==> config.mk <==
export PLATFORM = sky130hd
export DESIGN_NAME = watchdog_unit
export DESIGN_NICKNAME = d
export VERILOG_FILES = /design/src/include/wdt_pkg.sv /design/src/logic/watchdog_unit.sv
export SDC_FILE = /design/constraint.sdc
export NUM_CORES = 1
export LEC_CHECK = 0
export CAP_MARGIN = 10
export CORE_MARGIN = 1.5
export CORE_UTILIZATION = 45
export DETAILED_ROUTE_END_ITERATION = 10
export DONT_BUFFER_PORTS = 1
export MAX_ROUTING_LAYER = met4
export PLACE_DENSITY = 0.56
export SYNTH_ARGS = -nofsm -noshare
export SYNTH_HDL_FRONTEND = slang
export SYNTH_SLANG_ARGS = --single-unit
==> constraint.sdc <==
create_clock -name clk_sys -period 6.7 [get_ports clk_sys]
set_clock_uncertainty 0.2 [all_clocks]
set_input_delay 0.335 -clock clk_sys [delete_from_list [all_inputs] [get_ports clk_sys]]
set_output_delay 0.335 -clock clk_sys [all_outputs]
set_load 0.01 [all_outputs]
==> src/include/wdt_pkg.sv <==
package wdt_pkg;

    // ------------------------------------------------------------
    // Register map (word aligned byte addresses)
    // ------------------------------------------------------------
    localparam int unsigned ADDR_W = 8;
    localparam logic [7:0] KEY_OFS = 8'h00;
    localparam logic [7:0] CLK_CTRL_OFS = 8'h04;
    localparam logic [7:0] CTRL_OFS = 8'h08;
    localparam logic [7:0] COUNT_OFS = 8'h0c;

    // ------------------------------------------------------------
    // Protection key
    // ------------------------------------------------------------
    localparam logic [15:0] UNLOCK_KEY = 16'h0096;
    localparam logic [15:0] KEY_RST = 16'h0000;

    // ------------------------------------------------------------
    // Field positions
    // ------------------------------------------------------------
    localparam int unsigned DBG_RUN_BIT = 8;
    localparam int unsigned DIV_LSB = 4;
    localparam int unsigned SRC_LSB = 0;
    localparam int unsigned ACTION_BIT = 9;
    localparam int unsigned NMI_FLAG_BIT = 8;
    localparam int unsigned RESTART_BIT = 4;
    localparam int unsigned RUN_LSB = 0;

    // ------------------------------------------------------------
    // Codes and counts
    // ------------------------------------------------------------
    localparam logic [3:0] RUN_STOP_CODE = 4'ha;
    localparam logic [3:0] RUN_READ_RUNNING = 4'h0;
    localparam logic [1:0] SRC_INTERNAL = 2'h0;
    localparam logic [1:0] SRC_LOW_SPEED = 2'h1;
    localparam logic [1:0] SRC_HIGH_SPEED = 2'h2;
    localparam logic [1:0] SRC_EXTERNAL = 2'h3;
    localparam int unsigned CNT_W = 10;
    localparam int unsigned PRE_W = 16;
    localparam int unsigned DIV_BASE_DEFAULT = 8192;
    localparam int unsigned DIV_LOW_SPEED = 128;
    localparam int unsigned DIV_EXTERNAL = 1;

    // ------------------------------------------------------------
    // Register carriers and reset values
    // ------------------------------------------------------------
    typedef struct packed {
        logic dbg_run;
        logic [1:0] div;
        logic [1:0] src;
    } clk_ctrl_s;

    typedef struct packed {
        logic act_nmi;
        logic nmi_flag;
        logic running;
    } ctrl_s;

    localparam clk_ctrl_s CLK_CTRL_RST = '{dbg_run: 1'b0, div: 2'h0, src: 2'h0};
    localparam ctrl_s CTRL_RST = '{act_nmi: 1'b0, nmi_flag: 1'b0, running: 1'b0};

endpackage

==> src/logic/watchdog_unit.sv <==
// Notes on behaviour
// - A restart clears counter and prescaler, so a full fresh period starts.
// - Overflow without restart raises NMI or system reset per selected action.
// - An overflow that raises an NMI sets the NMI status flag.
// - A counter restart clears the NMI status flag.
// - Control bit 9 selects action: 1 gives NMI, 0 gives reset.
// - Writing 1 to restart bit restarts; 0 ignored; bit always reads 0.
// - Run field 0xa stops, anything else runs; reads 0xa idle, 0x0 running.
// - Counting continues in HALT; overflow there fires the selected action.
// - In SLEEP counting follows the selected source; no source edges, no counting.
// - Clock control bit 8 keeps the counter clock in debug when 1.
// - Source field picks internal, low-speed, high-speed or external clock.
// - Divider gives 8192 to 65536 for fast sources, 128 low-speed, 1 external.
// - Protected control bits change only while the key holds 0x0096.
// - A 10-bit up counter overflow sets the NMI or reset period.
// - With the clock withheld in debug, state is held and resumes later.
module watchdog_unit #(
    parameter int unsigned DIV_BASE = wdt_pkg::DIV_BASE_DEFAULT
) (
    input wire logic clk_sys,
    input wire logic srst,
    input wire logic [wdt_pkg::ADDR_W-1:0] addr,
    input wire logic [15:0] wdata,
    input wire logic wr_en,
    input wire logic rd_en,
    output logic [15:0] rdata,
    input wire logic internal_oscillator,
    input wire logic low_speed_crystal,
    input wire logic high_speed_oscillator,
    input wire logic external_clock_input,
    input wire logic debug_mode,
    output logic nmi_req,
    output logic reset_req
);

    // ------------------------------------------------------------
    // Source clock synchronisers and edge detection
    // ------------------------------------------------------------
    // Three stages per pin: two to settle the level, one to find its rising edge
    logic [3:0] src_pins;
    logic [3:0] sync1_q;
    logic [3:0] sync2_q;
    logic [3:0] sync3_q;
    logic [3:0] src_rise;

    // Source clocks arrive as pins, so each is sampled as a plain level
    // Packed in source code order so the select field indexes them directly
    assign src_pins = {external_clock_input, high_speed_oscillator,
                       low_speed_crystal, internal_oscillator};

    // Edges are taken after the second stage only; the first may be metastable
    // A pin must stay high and low for one system clock each or an edge is lost
    // Edge latency is about three system clocks, well below any source period
    genvar g;
    generate
        for (g = 0; g < 4; g++) begin : g_sync
            always_ff @(posedge clk_sys) begin
                if (srst) begin
                    sync1_q[g] <= 1'b0;
                    sync2_q[g] <= 1'b0;
                    sync3_q[g] <= 1'b0;
                end else begin
                    sync1_q[g] <= src_pins[g];
                    sync2_q[g] <= sync1_q[g];
                    sync3_q[g] <= sync2_q[g];
                end
            end
            // Rising edge seen on the second stage only
            assign src_rise[g] = sync2_q[g] & ~sync3_q[g];
        end
    endgenerate

    // ------------------------------------------------------------
    // Divider decode
    // ------------------------------------------------------------
    // Terminal prescaler value for a source and divider code
    // DIV_BASE is a parameter so a short base can stand in for the slow real ratios
    function automatic logic [wdt_pkg::PRE_W-1:0] div_limit(
        input logic [1:0] src,
        input logic [1:0] div
    );
        int unsigned ratio;
        ratio = DIV_BASE << div;
        // Low-speed and external sources ignore the divider field
        case (src)
            wdt_pkg::SRC_LOW_SPEED: ratio = wdt_pkg::DIV_LOW_SPEED;
            wdt_pkg::SRC_EXTERNAL: ratio = wdt_pkg::DIV_EXTERNAL;
            default: ratio = DIV_BASE << div;
        endcase
        return wdt_pkg::PRE_W'(ratio - 1);
    endfunction

    // ------------------------------------------------------------
    // State registers
    // ------------------------------------------------------------
    // Bus-visible registers
    logic [15:0] key_q;
    logic [15:0] key_d;
    wdt_pkg::clk_ctrl_s clk_ctrl_q;
    wdt_pkg::clk_ctrl_s clk_ctrl_d;
    wdt_pkg::ctrl_s ctrl_q;
    wdt_pkg::ctrl_s ctrl_d;

    // Counting state
    logic [wdt_pkg::PRE_W-1:0] pre_q;
    logic [wdt_pkg::PRE_W-1:0] pre_d;
    logic [wdt_pkg::CNT_W-1:0] cnt_q;
    logic [wdt_pkg::CNT_W-1:0] cnt_d;

    // Next values of the output flops
    logic [15:0] rdata_d;
    logic nmi_d;
    logic reset_d;

    // Decoded key state, strobes and counter clock enables
    logic unlocked;
    logic restart;
    logic clk_on;
    logic src_edge;
    logic pre_wrap;
    logic overflow;
    logic [wdt_pkg::PRE_W-1:0] pre_limit;

    // ------------------------------------------------------------
    // Counter clock gating
    // ------------------------------------------------------------
    // Selected source edge; a stopped source simply yields no edges
    assign src_edge = src_rise[clk_ctrl_q.src];

    // Counter clock reaches the counter only while running and not withheld
    // Withholding freezes prescaler and counter alike, so the period resumes intact
    assign clk_on = ctrl_q.running
                    && (clk_ctrl_q.dbg_run || !debug_mode);

    // Terminal count of the prescaler for the selected source and divider
    assign pre_limit = div_limit(clk_ctrl_q.src, clk_ctrl_q.div);

    // Compare with >= so a smaller divider chosen mid-count still wraps on the next source edge
    assign pre_wrap = clk_on && src_edge && (pre_q >= pre_limit);

    // Overflow on the 10-bit counter wrapping from all ones
    assign overflow = pre_wrap && (cnt_q == {wdt_pkg::CNT_W{1'b1}});

    // Only the exact key value opens the protected bits
    assign unlocked = (key_q == wdt_pkg::UNLOCK_KEY);

    // ------------------------------------------------------------
    // Register writes
    // ------------------------------------------------------------
    // Protected writes are silently dropped while the key is not loaded
    // The key itself is never protected, so software can always relock
    always_comb begin
        key_d = key_q;
        clk_ctrl_d = clk_ctrl_q;
        restart = 1'b0;
        ctrl_d = ctrl_q;
        if (wr_en) begin
            case (addr)
                wdt_pkg::KEY_OFS: begin
                    key_d = wdata;
                end
                wdt_pkg::CLK_CTRL_OFS: begin
                    if (unlocked) begin
                        clk_ctrl_d.dbg_run = wdata[wdt_pkg::DBG_RUN_BIT];
                        clk_ctrl_d.div = wdata[wdt_pkg::DIV_LSB +: 2];
                        clk_ctrl_d.src = wdata[wdt_pkg::SRC_LSB +: 2];
                    end
                end
                wdt_pkg::CTRL_OFS: begin
                    if (unlocked) begin
                        ctrl_d.act_nmi = wdata[wdt_pkg::ACTION_BIT];
                        // Only the stop code stops; any other value runs
                        ctrl_d.running = (wdata[wdt_pkg::RUN_LSB +: 4]
                                          != wdt_pkg::RUN_STOP_CODE);
                        // A restart in a locked write is dropped with the rest of the word
                        restart = wdata[wdt_pkg::RESTART_BIT];
                    end
                end
                default: begin
                    // Unmapped and read-only offsets take no write
                    key_d = key_q;
                end
            endcase
        end
        // Clear first so a same-cycle overflow still leaves the flag set
        // The flag records NMI overflows only; reset-mode overflows leave it alone
        if (restart) begin
            ctrl_d.nmi_flag = 1'b0;
        end
        if (overflow && ctrl_q.act_nmi) begin
            ctrl_d.nmi_flag = 1'b1;
        end
    end

    // ------------------------------------------------------------
    // Prescaler, counter and overflow action
    // ------------------------------------------------------------
    // Restart beats counting; an overflow in the same cycle still fires
    // Source edges seen while stopped or withheld are lost, not queued
    always_comb begin
        pre_d = pre_q;
        cnt_d = cnt_q;
        if (restart) begin
            pre_d = '0;
            cnt_d = '0;
        end else if (clk_on && src_edge) begin
            if (pre_wrap) begin
                pre_d = '0;
                cnt_d = cnt_q + 1'b1;
            end else begin
                pre_d = pre_q + 1'b1;
            end
        end
        // One-cycle pulses; the counter keeps wrapping after an overflow
        nmi_d = overflow && ctrl_q.act_nmi;
        reset_d = overflow && !ctrl_q.act_nmi;
    end

    // ------------------------------------------------------------
    // Read data
    // ------------------------------------------------------------
    // Read data stands for one cycle only, zero otherwise and when unmapped
    // Reserved bits always read as zero
    always_comb begin
        rdata_d = 16'h0000;
        if (rd_en) begin
            case (addr)
                wdt_pkg::KEY_OFS: begin
                    rdata_d = key_q;
                end
                wdt_pkg::CLK_CTRL_OFS: begin
                    rdata_d[wdt_pkg::DBG_RUN_BIT] = clk_ctrl_q.dbg_run;
                    rdata_d[wdt_pkg::DIV_LSB +: 2] = clk_ctrl_q.div;
                    rdata_d[wdt_pkg::SRC_LSB +: 2] = clk_ctrl_q.src;
                end
                wdt_pkg::CTRL_OFS: begin
                    rdata_d[wdt_pkg::ACTION_BIT] = ctrl_q.act_nmi;
                    rdata_d[wdt_pkg::NMI_FLAG_BIT] = ctrl_q.nmi_flag;
                    // Restart bit is left at zero on purpose
                    rdata_d[wdt_pkg::RUN_LSB +: 4] = ctrl_q.running
                        ? wdt_pkg::RUN_READ_RUNNING
                        : wdt_pkg::RUN_STOP_CODE;
                end
                wdt_pkg::COUNT_OFS: begin
                    // Lets software see how much of the period has gone
                    rdata_d[wdt_pkg::CNT_W-1:0] = cnt_q;
                end
                default: begin
                    rdata_d = 16'h0000;
                end
            endcase
        end
    end

    // ------------------------------------------------------------
    // Registering
    // ------------------------------------------------------------
    // Key and control registers; reset leaves the unit locked and stopped
    always_ff @(posedge clk_sys) begin
        if (srst) begin
            key_q <= wdt_pkg::KEY_RST;
            clk_ctrl_q <= wdt_pkg::CLK_CTRL_RST;
            ctrl_q <= wdt_pkg::CTRL_RST;
        end else begin
            key_q <= key_d;
            clk_ctrl_q <= clk_ctrl_d;
            ctrl_q <= ctrl_d;
        end
    end

    // Prescaler and counter; a reset starts a clean period from zero
    // Kept apart from the control flops so each group has its own pair of processes
    always_ff @(posedge clk_sys) begin
        if (srst) begin
            pre_q <= '0;
            cnt_q <= '0;
        end else begin
            pre_q <= pre_d;
            cnt_q <= cnt_d;
        end
    end

    // Bus answer and request pulses come straight from flops
    // so no decode glitch ever reaches an output pin
    always_ff @(posedge clk_sys) begin
        if (srst) begin
            rdata <= 16'h0000;
            nmi_req <= 1'b0;
            reset_req <= 1'b0;
        end else begin
            rdata <= rdata_d;
            nmi_req <= nmi_d;
            reset_req <= reset_d;
        end
    end

endmodule

==> flow_metrics.tcl, run 1 <==
set metrics [dict create \
    final_cell_count_no_fill 497 \
    via_count 2644 \
    worstSetupPathType "reg2reg" \
    post_cts_buffers 0 \
    drtIter0Drc 114 \
    drive_above_1_share 0.0759 \
    p_comb_frac 0.029 \
    port_buffers 0 \
    min_to "rdata[4]" \
    power_switching_mw 0.208 \
    r2r_end "pre_q[7]" \
    hpwl_um 5370 \
    ys_seq_elements 80 \
    grt_max_degree 36 \
    area_growth_pct 15.7 \
    wl_met1_um 3820 \
    fmax_mhz 296 \
    grt_antenna_before_repair 0 \
    yosys.cell_count.top_type "dfxtp_1" \
    hold_class "in2reg" \
    cp_num_buf_inv 1 \
    max_slew_margin 0.439 \
    cts_buffers 9 \
    ff2ff_setup_slack_ps 3320 \
    cts_tree "yes" \
    core_area_sq_mm 0.00769 \
    dr_wl_met2_um 3620 \
    cp-end-kind "flop" \
    grt_pass1_wl_um 12600 \
    syn_nets 423 \
    utilization 0.534 \
    synthesis.area_sq_mm 0.00354 \
    dp_cells 459 \
    dr.pass1.iters 4 \
    vias_per_cell 5.32 \
    clk_pin_slew_ps 80 \
    io_pins 51 \
    seq_area_frac_synth 0.452 \
    die_w_um 91.7 \
    overflow 0 \
    numClockSinks 80 \
    wl_met3_um 237 \
    cts.htree.levels 3 \
    drc 0 \
    p_per_area_mw_per_mm2 233 \
    yosysTopAreaCellShare 0.452 \
    p_leak_nw 1.65 \
    die-area_sq_mm 0.00842 \
    slowest_stage "dfxtp_1" \
    rows 32 \
    wl_um 7780 \
    syn_avg_cell_area_sq_um 9.53 \
    crit_required_ps 6720 \
    min_period_over_period 0.504 \
    synth_edf_count 0 \
    ys_types 49 \
    async_flop_share 0 \
    maxUsedRoutingLayer "met4" \
    synth_ff_type "dfxtp_1" \
    final_max_slew_viol_count 0 \
    nets 441 \
    cts-hold-fix-buffers 22 \
    clk_latency_ps 360 \
    p_sw_frac 0.218 \
    internal_power_mw 0.748 \
    synth_area_leaders "dfxtp_1 45%, mux2i_1 7.3%, nor2_1 6.7%, ha_1 6.4%, xor2_1 3.0%" \
    irDropWorstVdd_v 0.000139 \
    cpPeakStageDelay_ps 640 \
    setup_viol 0 \
    worstPathArrival_ps 3400 \
    wl_per_cell_um 15.7 \
    floorplan.initialDensity 0.461 \
    routabilityCongestion 0.835 \
    hold_slack_ps 25.5 \
    antenna_cells 0 \
    hp-start "addr[3]" \
    critical_path.top_delay_family "simple AND/OR/NAND/NOR gates" \
    clk_path_buf_depth 2 \
    yosysWarnings 0 \
    synth_common_cells "80 x dfxtp_1, 63 x nor2_1, 26 x mux2i_1, 18 x ha_1, 15 x nor2b_1" \
    rsz0062_at_grt "no" \
    fp.dieH_um 91.7 \
    r2r-start "clk_ctrl_q[0]" \
    crit_chain "nand2_1 -> inv_1 -> ha_1 -> nand2_1 -> or4_1 -> o32a_2 -> a21oi_2 -> or2_1 -> nor2_1" \
    critPathMaxFanout 16 \
    crit_top_cell "nand2_1" \
    r2r_cells 9 \
    hold_viol_final 0 \
    period_needed_ps 3380 \
    pwr-share-clk 0.471 \
    pwr-share-seq 0.501 \
    tightest_slew_ps 834 \
    min_path_cells 3 \
    outcome "complete, no violations" \
    cp-start-kind "flop" \
    yosys.area.top_type "dfxtp_1" \
    grt_use_total 0.198 \
    ant_nets 0 \
    cts_resized 0 \
    cap_viol_max_count 0 \
    tns_ps 0 \
    grt_pass1_vias 2472 \
    cts_root_buffer "clkbuf_8" \
    synth_cells 372 \
]
worst max-delay path by stage:
stage,from,endpoint,depth (start not counted)
after CTS,clk_ctrl_q[0],pre_q[7],9
final,clk_ctrl_q[0],pre_q[7],9
after global routing,clk_ctrl_q[0],pre_q[12],9
after detailed placement,clk_ctrl_q[0],pre_q[7],9
after global placement,clk_ctrl_q[0],pre_q[14],8
after floorplan,clk_ctrl_q[0],pre_q[7],11
layout by cell type, fill, tap and decap left out, types with 3 or more instances in the layout:
master,Yosys,final
and3_1,6,6
and2_1,11,11
clkbuf_8,0,9
nand3_1,11,11
a211oi_1,5,5
xnor2_1,9,9
a22oi_1,5,5
dfxtp_1,80,80
nand4_1,11,11
o21a_1,3,3
inv_1,9,9
mux2i_1,26,26
nor2_1,63,63
dlygate4sd3_1,0,21
o21ai_0,4,4
nor4b_1,3,3
ha_1,18,18
xor2_1,12,12
bufinv_16,0,3
a21oi_1,14,14
nor2b_1,15,15
or3_1,3,3
a21o_1,3,3
nand2_1,13,13
power by group through the flow:
stage	combinational [mW]	sequential, mW	clock [mW]
floorplan	0.0146	0.490	0
global placement	0.0117	0.490	0
detailed placement	0.0118	0.490	0
CTS	0.0274	0.479	0.459
global route	0.0294	0.479	0.479
finish	0.0275	0.479	0.450
per-stage QoR:
| stage | total power [mW] | area (sq um) | setup slack (ps) |
|---|---|---|---|
| CTS | 0.965 | 4100 | 3330 |
| finish | 0.957 | 4100 | 3320 |
| global route | 0.987 | 4100 | 3010 |
| detailed placement | 0.502 | 3610 | 3360 |
| floorplan | 0.504 | 3540 | 3720 |
| global placement | 0.502 | 3610 | 3470 |
cell families (layout without fill, tap and decap cells):
kind of cell / count (synthesis) / in the layout / share of synthesized area
AOI/OAI and AO/OA: 48 / 48 / 0.101
DFF: 80 / 80 / 0.452
and+or+nand+nor: 152 / 152 / 0.221
adders and majority gates: 18 / 18 / 0.0636
xor gates and xnor gates: 21 / 21 / 0.0519
buffers and inverters: 25 / 48 / 0.0282
muxes: 28 / 28 / 0.0830
layout make-up:
class	instances	area, sq um
fill	717	3590
multi-input combinational	267	1840
timing repair buffer	23	238
tap	102	128
clock inverter	7	135
inverter	9	33.8
clock buffer	9	124
sequential	80	1600
per-layer routing:
layer	vias to the layer above	track usage
li1	1334	-
met1	1259	0.259
met2	44	0.302
met3	7	0.0390
met4	0	0.0795
met5	-	-
flip-flops by register name, summed over array words and instances (netlist names):
register    flops
sync3_q         4
key_q          16
clk_ctrl_q      5
nmi_req         1
ctrl_q          3
reset_req       1
rdata          16
pre_q          16
cnt_q          10
sync2_q         4
sync1_q         4
worst reg2reg max path, delay by kind of cell (launching register included):
| kind | cells | cell delay [ps] |
|---|---|---|
| compound gates | 2 | 670 |
| fa+ha+maj | 1 | 160 |
| buf+inv | 1 | 210 |
| flops | 1 | 640 |
| simple gates | 5 | 1380 |
(Power assumes the default switching activity.)
==> inputs of run 2 (changes only) <==
--- a/config.mk
+++ b/config.mk
@@ -11,7 +11,7 @@
 export DETAILED_ROUTE_END_ITERATION = 10
 export DONT_BUFFER_PORTS = 1
 export MAX_ROUTING_LAYER = met4
-export PLACE_DENSITY = 0.56
+export PLACE_DENSITY = 0.58
 export SYNTH_ARGS = -nofsm -noshare
 export SYNTH_HDL_FRONTEND = slang
 export SYNTH_SLANG_ARGS = --single-unit
==> constraint.sdc (replaced) <==
create_clock -name clk_sys -period 2.88 [get_ports clk_sys]
set_clock_uncertainty 0.2 [all_clocks]
set_input_delay 0.144 -clock clk_sys [delete_from_list [all_inputs] [get_ports clk_sys]]
set_output_delay 0.144 -clock clk_sys [all_outputs]
set_load 0.01 [all_outputs]
==> flow_metrics.tcl, run 2 (synthesis results as in run 1) <==
set metrics [dict create \
    finalPower_mw 1.99 \
    r2r_cells 9 \
    dp_cells 474 \
    clk_pin_slew_ps 90 \
    slowest_stage "o32a_4" \
    cts.htree.levels 3 \
    cts_tree "yes" \
    grt_max_degree 39 \
    wl_per_cell_um 15.7 \
    wl_um 8260 \
    cts_root_buffer "clkbuf_8" \
    final_common_cell "dfxtp_1" \
    fmax_mhz 355 \
    hold_viol_final 5 \
    hold_class "in2reg" \
    grt_pass1_vias 2746 \
    cp-startpoint "clk_ctrl_q[0]" \
    worstPathArrival_ps 2880 \
    grt_use_total 0.208 \
    power_switching_mw 0.493 \
    rsz0062_at_grt "yes" \
    die_w_um 91.7 \
    nets 471 \
    final_max_slew_viol_count 0 \
    p_per_area_mw_per_mm2 448 \
    crit_chain "nand3b_1 -> ha_4 -> nand4_1 -> or4_4 -> o32a_4 -> a211oi_4 -> buf_4 -> xnor2_2 -> nor2_1" \
    fp.dieH_um 91.7 \
    cap_viol_max_count 0 \
    final.fill_count 719 \
    drtIter0Drc 89 \
    crit_required_ps 2950 \
    setup_viol 0 \
    grt_antenna_before_repair 0 \
    critPathMaxFanout 8 \
    routabilityCongestion 0.834 \
    layout_common_cells "78 x dfxtp_1, 63 x nor2_1, 33 x dlygate4sd3_1" \
    via_count 2765 \
    p_leak_nw 1.77 \
    max_slew_margin 0.558 \
    floorplan.initialDensity 0.461 \
    p_sw_frac 0.248 \
    dr.pass1.iters 4 \
    dpl_cell_area_sq_mm 0.00380 \
    antenna_cells 0 \
    ant_nets 0 \
    ff2ff_setup_slack_ps 60 \
    violations "negative hold slack" \
    cpPeakStageDelay_ps 480 \
    tns_ps 0 \
    core_area_sq_mm 0.00769 \
    drc 0 \
    internal_power_mw 1.50 \
    final_cell_count_no_fill 527 \
    cp-start-kind "flop" \
    r2r-start "clk_ctrl_q[0]" \
    crit_path_end "cnt_q[8]" \
    vias_per_cell 5.25 \
    pwr-share-clk 0.403 \
    clk_path_buf_depth 2 \
    io_pins 51 \
    worstSetupPathType "reg2reg" \
    drive_above_1_share 0.139 \
    largestRegisters "key_q: 16 flops, pre_q: 16 flops, rdata: 16 flops" \
    rows 32 \
    cp-end-kind "flop" \
    tightest_slew_ps 658 \
    pwr-share-seq 0.559 \
    area_growth_pct 25.4 \
    numClockSinks 80 \
    overflow 0 \
    p_comb_frac 0.038 \
    port_buffers 0 \
    hold_slack_ps -11.7 \
    cts_buffers 9 \
    stdcell_area_sq_mm 0.00444 \
    clk_latency_ps 370 \
    period_needed_ps 2820 \
    min_period_over_period 0.978 \
    hpwl_um 5570 \
    r2r_end "cnt_q[8]" \
    outcome "finished, violations left" \
    die-area_sq_mm 0.00842 \
    irDropWorstVdd_v 0.000279 \
    grt_pass1_wl_um 13100 \
]
[run 2: changes by cell type in the layout (fill, tap and decap cells not counted), sizes merged]
cell	previous run	this run
clkinvlp	0	3
clkbuf	9	10
dlygate4sd3	21	33
inv	12	11
bufinv	3	0
buf	2	20
[run 2: final cells by class]
cell class	instances	area, sq um	share of cell area
clock inverter	6	51.3	0.0115
clock buffer	10	138	0.0310
multi-input combinational	267	1980	0.446
tap	102	128	0.0287
inverter	9	33.8	0.00760
sequential	80	1610	0.361
timing repair buffer	53	505	0.114
[run 2: power groups by stage]
stage,logic [mW],clock network (mW),registers [mW]
after floorplan,0.0350,0,1.14
after global placement,0.0315,0,1.14
after detailed placement,0.0320,0,1.14
after CTS,0.0756,0.817,1.11
after global routing,0.0824,0.866,1.11
final,0.0760,0.801,1.11
[run 2: what timing repair did]
action,4_1_cts,5_1_grt
endpoints found under the hold margin,64,0
gates resized for setup,1,12
pin swaps,0,6
hold buffers,34,0
setup buffers,0,3
endpoints found under the setup margin,1,28
[run 2: routing by layer]
layer,global-route usage,wire (um),vias up
met1,0.240,3770,1309
met4,0.0885,161,0
li1,-,-,1389
met3,0.0489,315,12
met2,0.348,4010,55
met5,-,0,-
[run 2: worst min path at each step]
stage	slack [ps]	startpoint	endpoint	cells past startpoint
after CTS	5	addr[2]	rdata[1]	3
final	-10	addr[2]	rdata[0]	4
after floorplan	70	internal_oscillator	sync1_q[0]	1
after detailed placement	20	srst	sync3_q[0]	1
after global routing	20	wdata[4]	cnt_q[4]	3
after global placement	20	srst	sync3_q[0]	1
[run 2: critical path: cells and delay by family, from the launching register on]
family | cells | cell delay [ps]
AO/OA/AOI/OAI | 2 | 740
AND/OR/NAND/NOR | 4 | 860
flip-flops | 1 | 370
adder cells (fa/ha/maj) | 1 | 310
buffers and inverters | 1 | 160
XOR/XNOR | 1 | 90
[run 2: stage by stage]
step | hold slack, ps | utilization | setup slack (ps)
floorplan | 72.2 | - | 7.65
global placement | 15.2 | 0.495 | 95.5
detailed placement | 17.9 | 0.495 | 22.6
CTS | 4.99 | 0.566 | 0.168
global route | 17.5 | 0.578 | -12.2
finish | -11.7 | 0.578 | 62.9
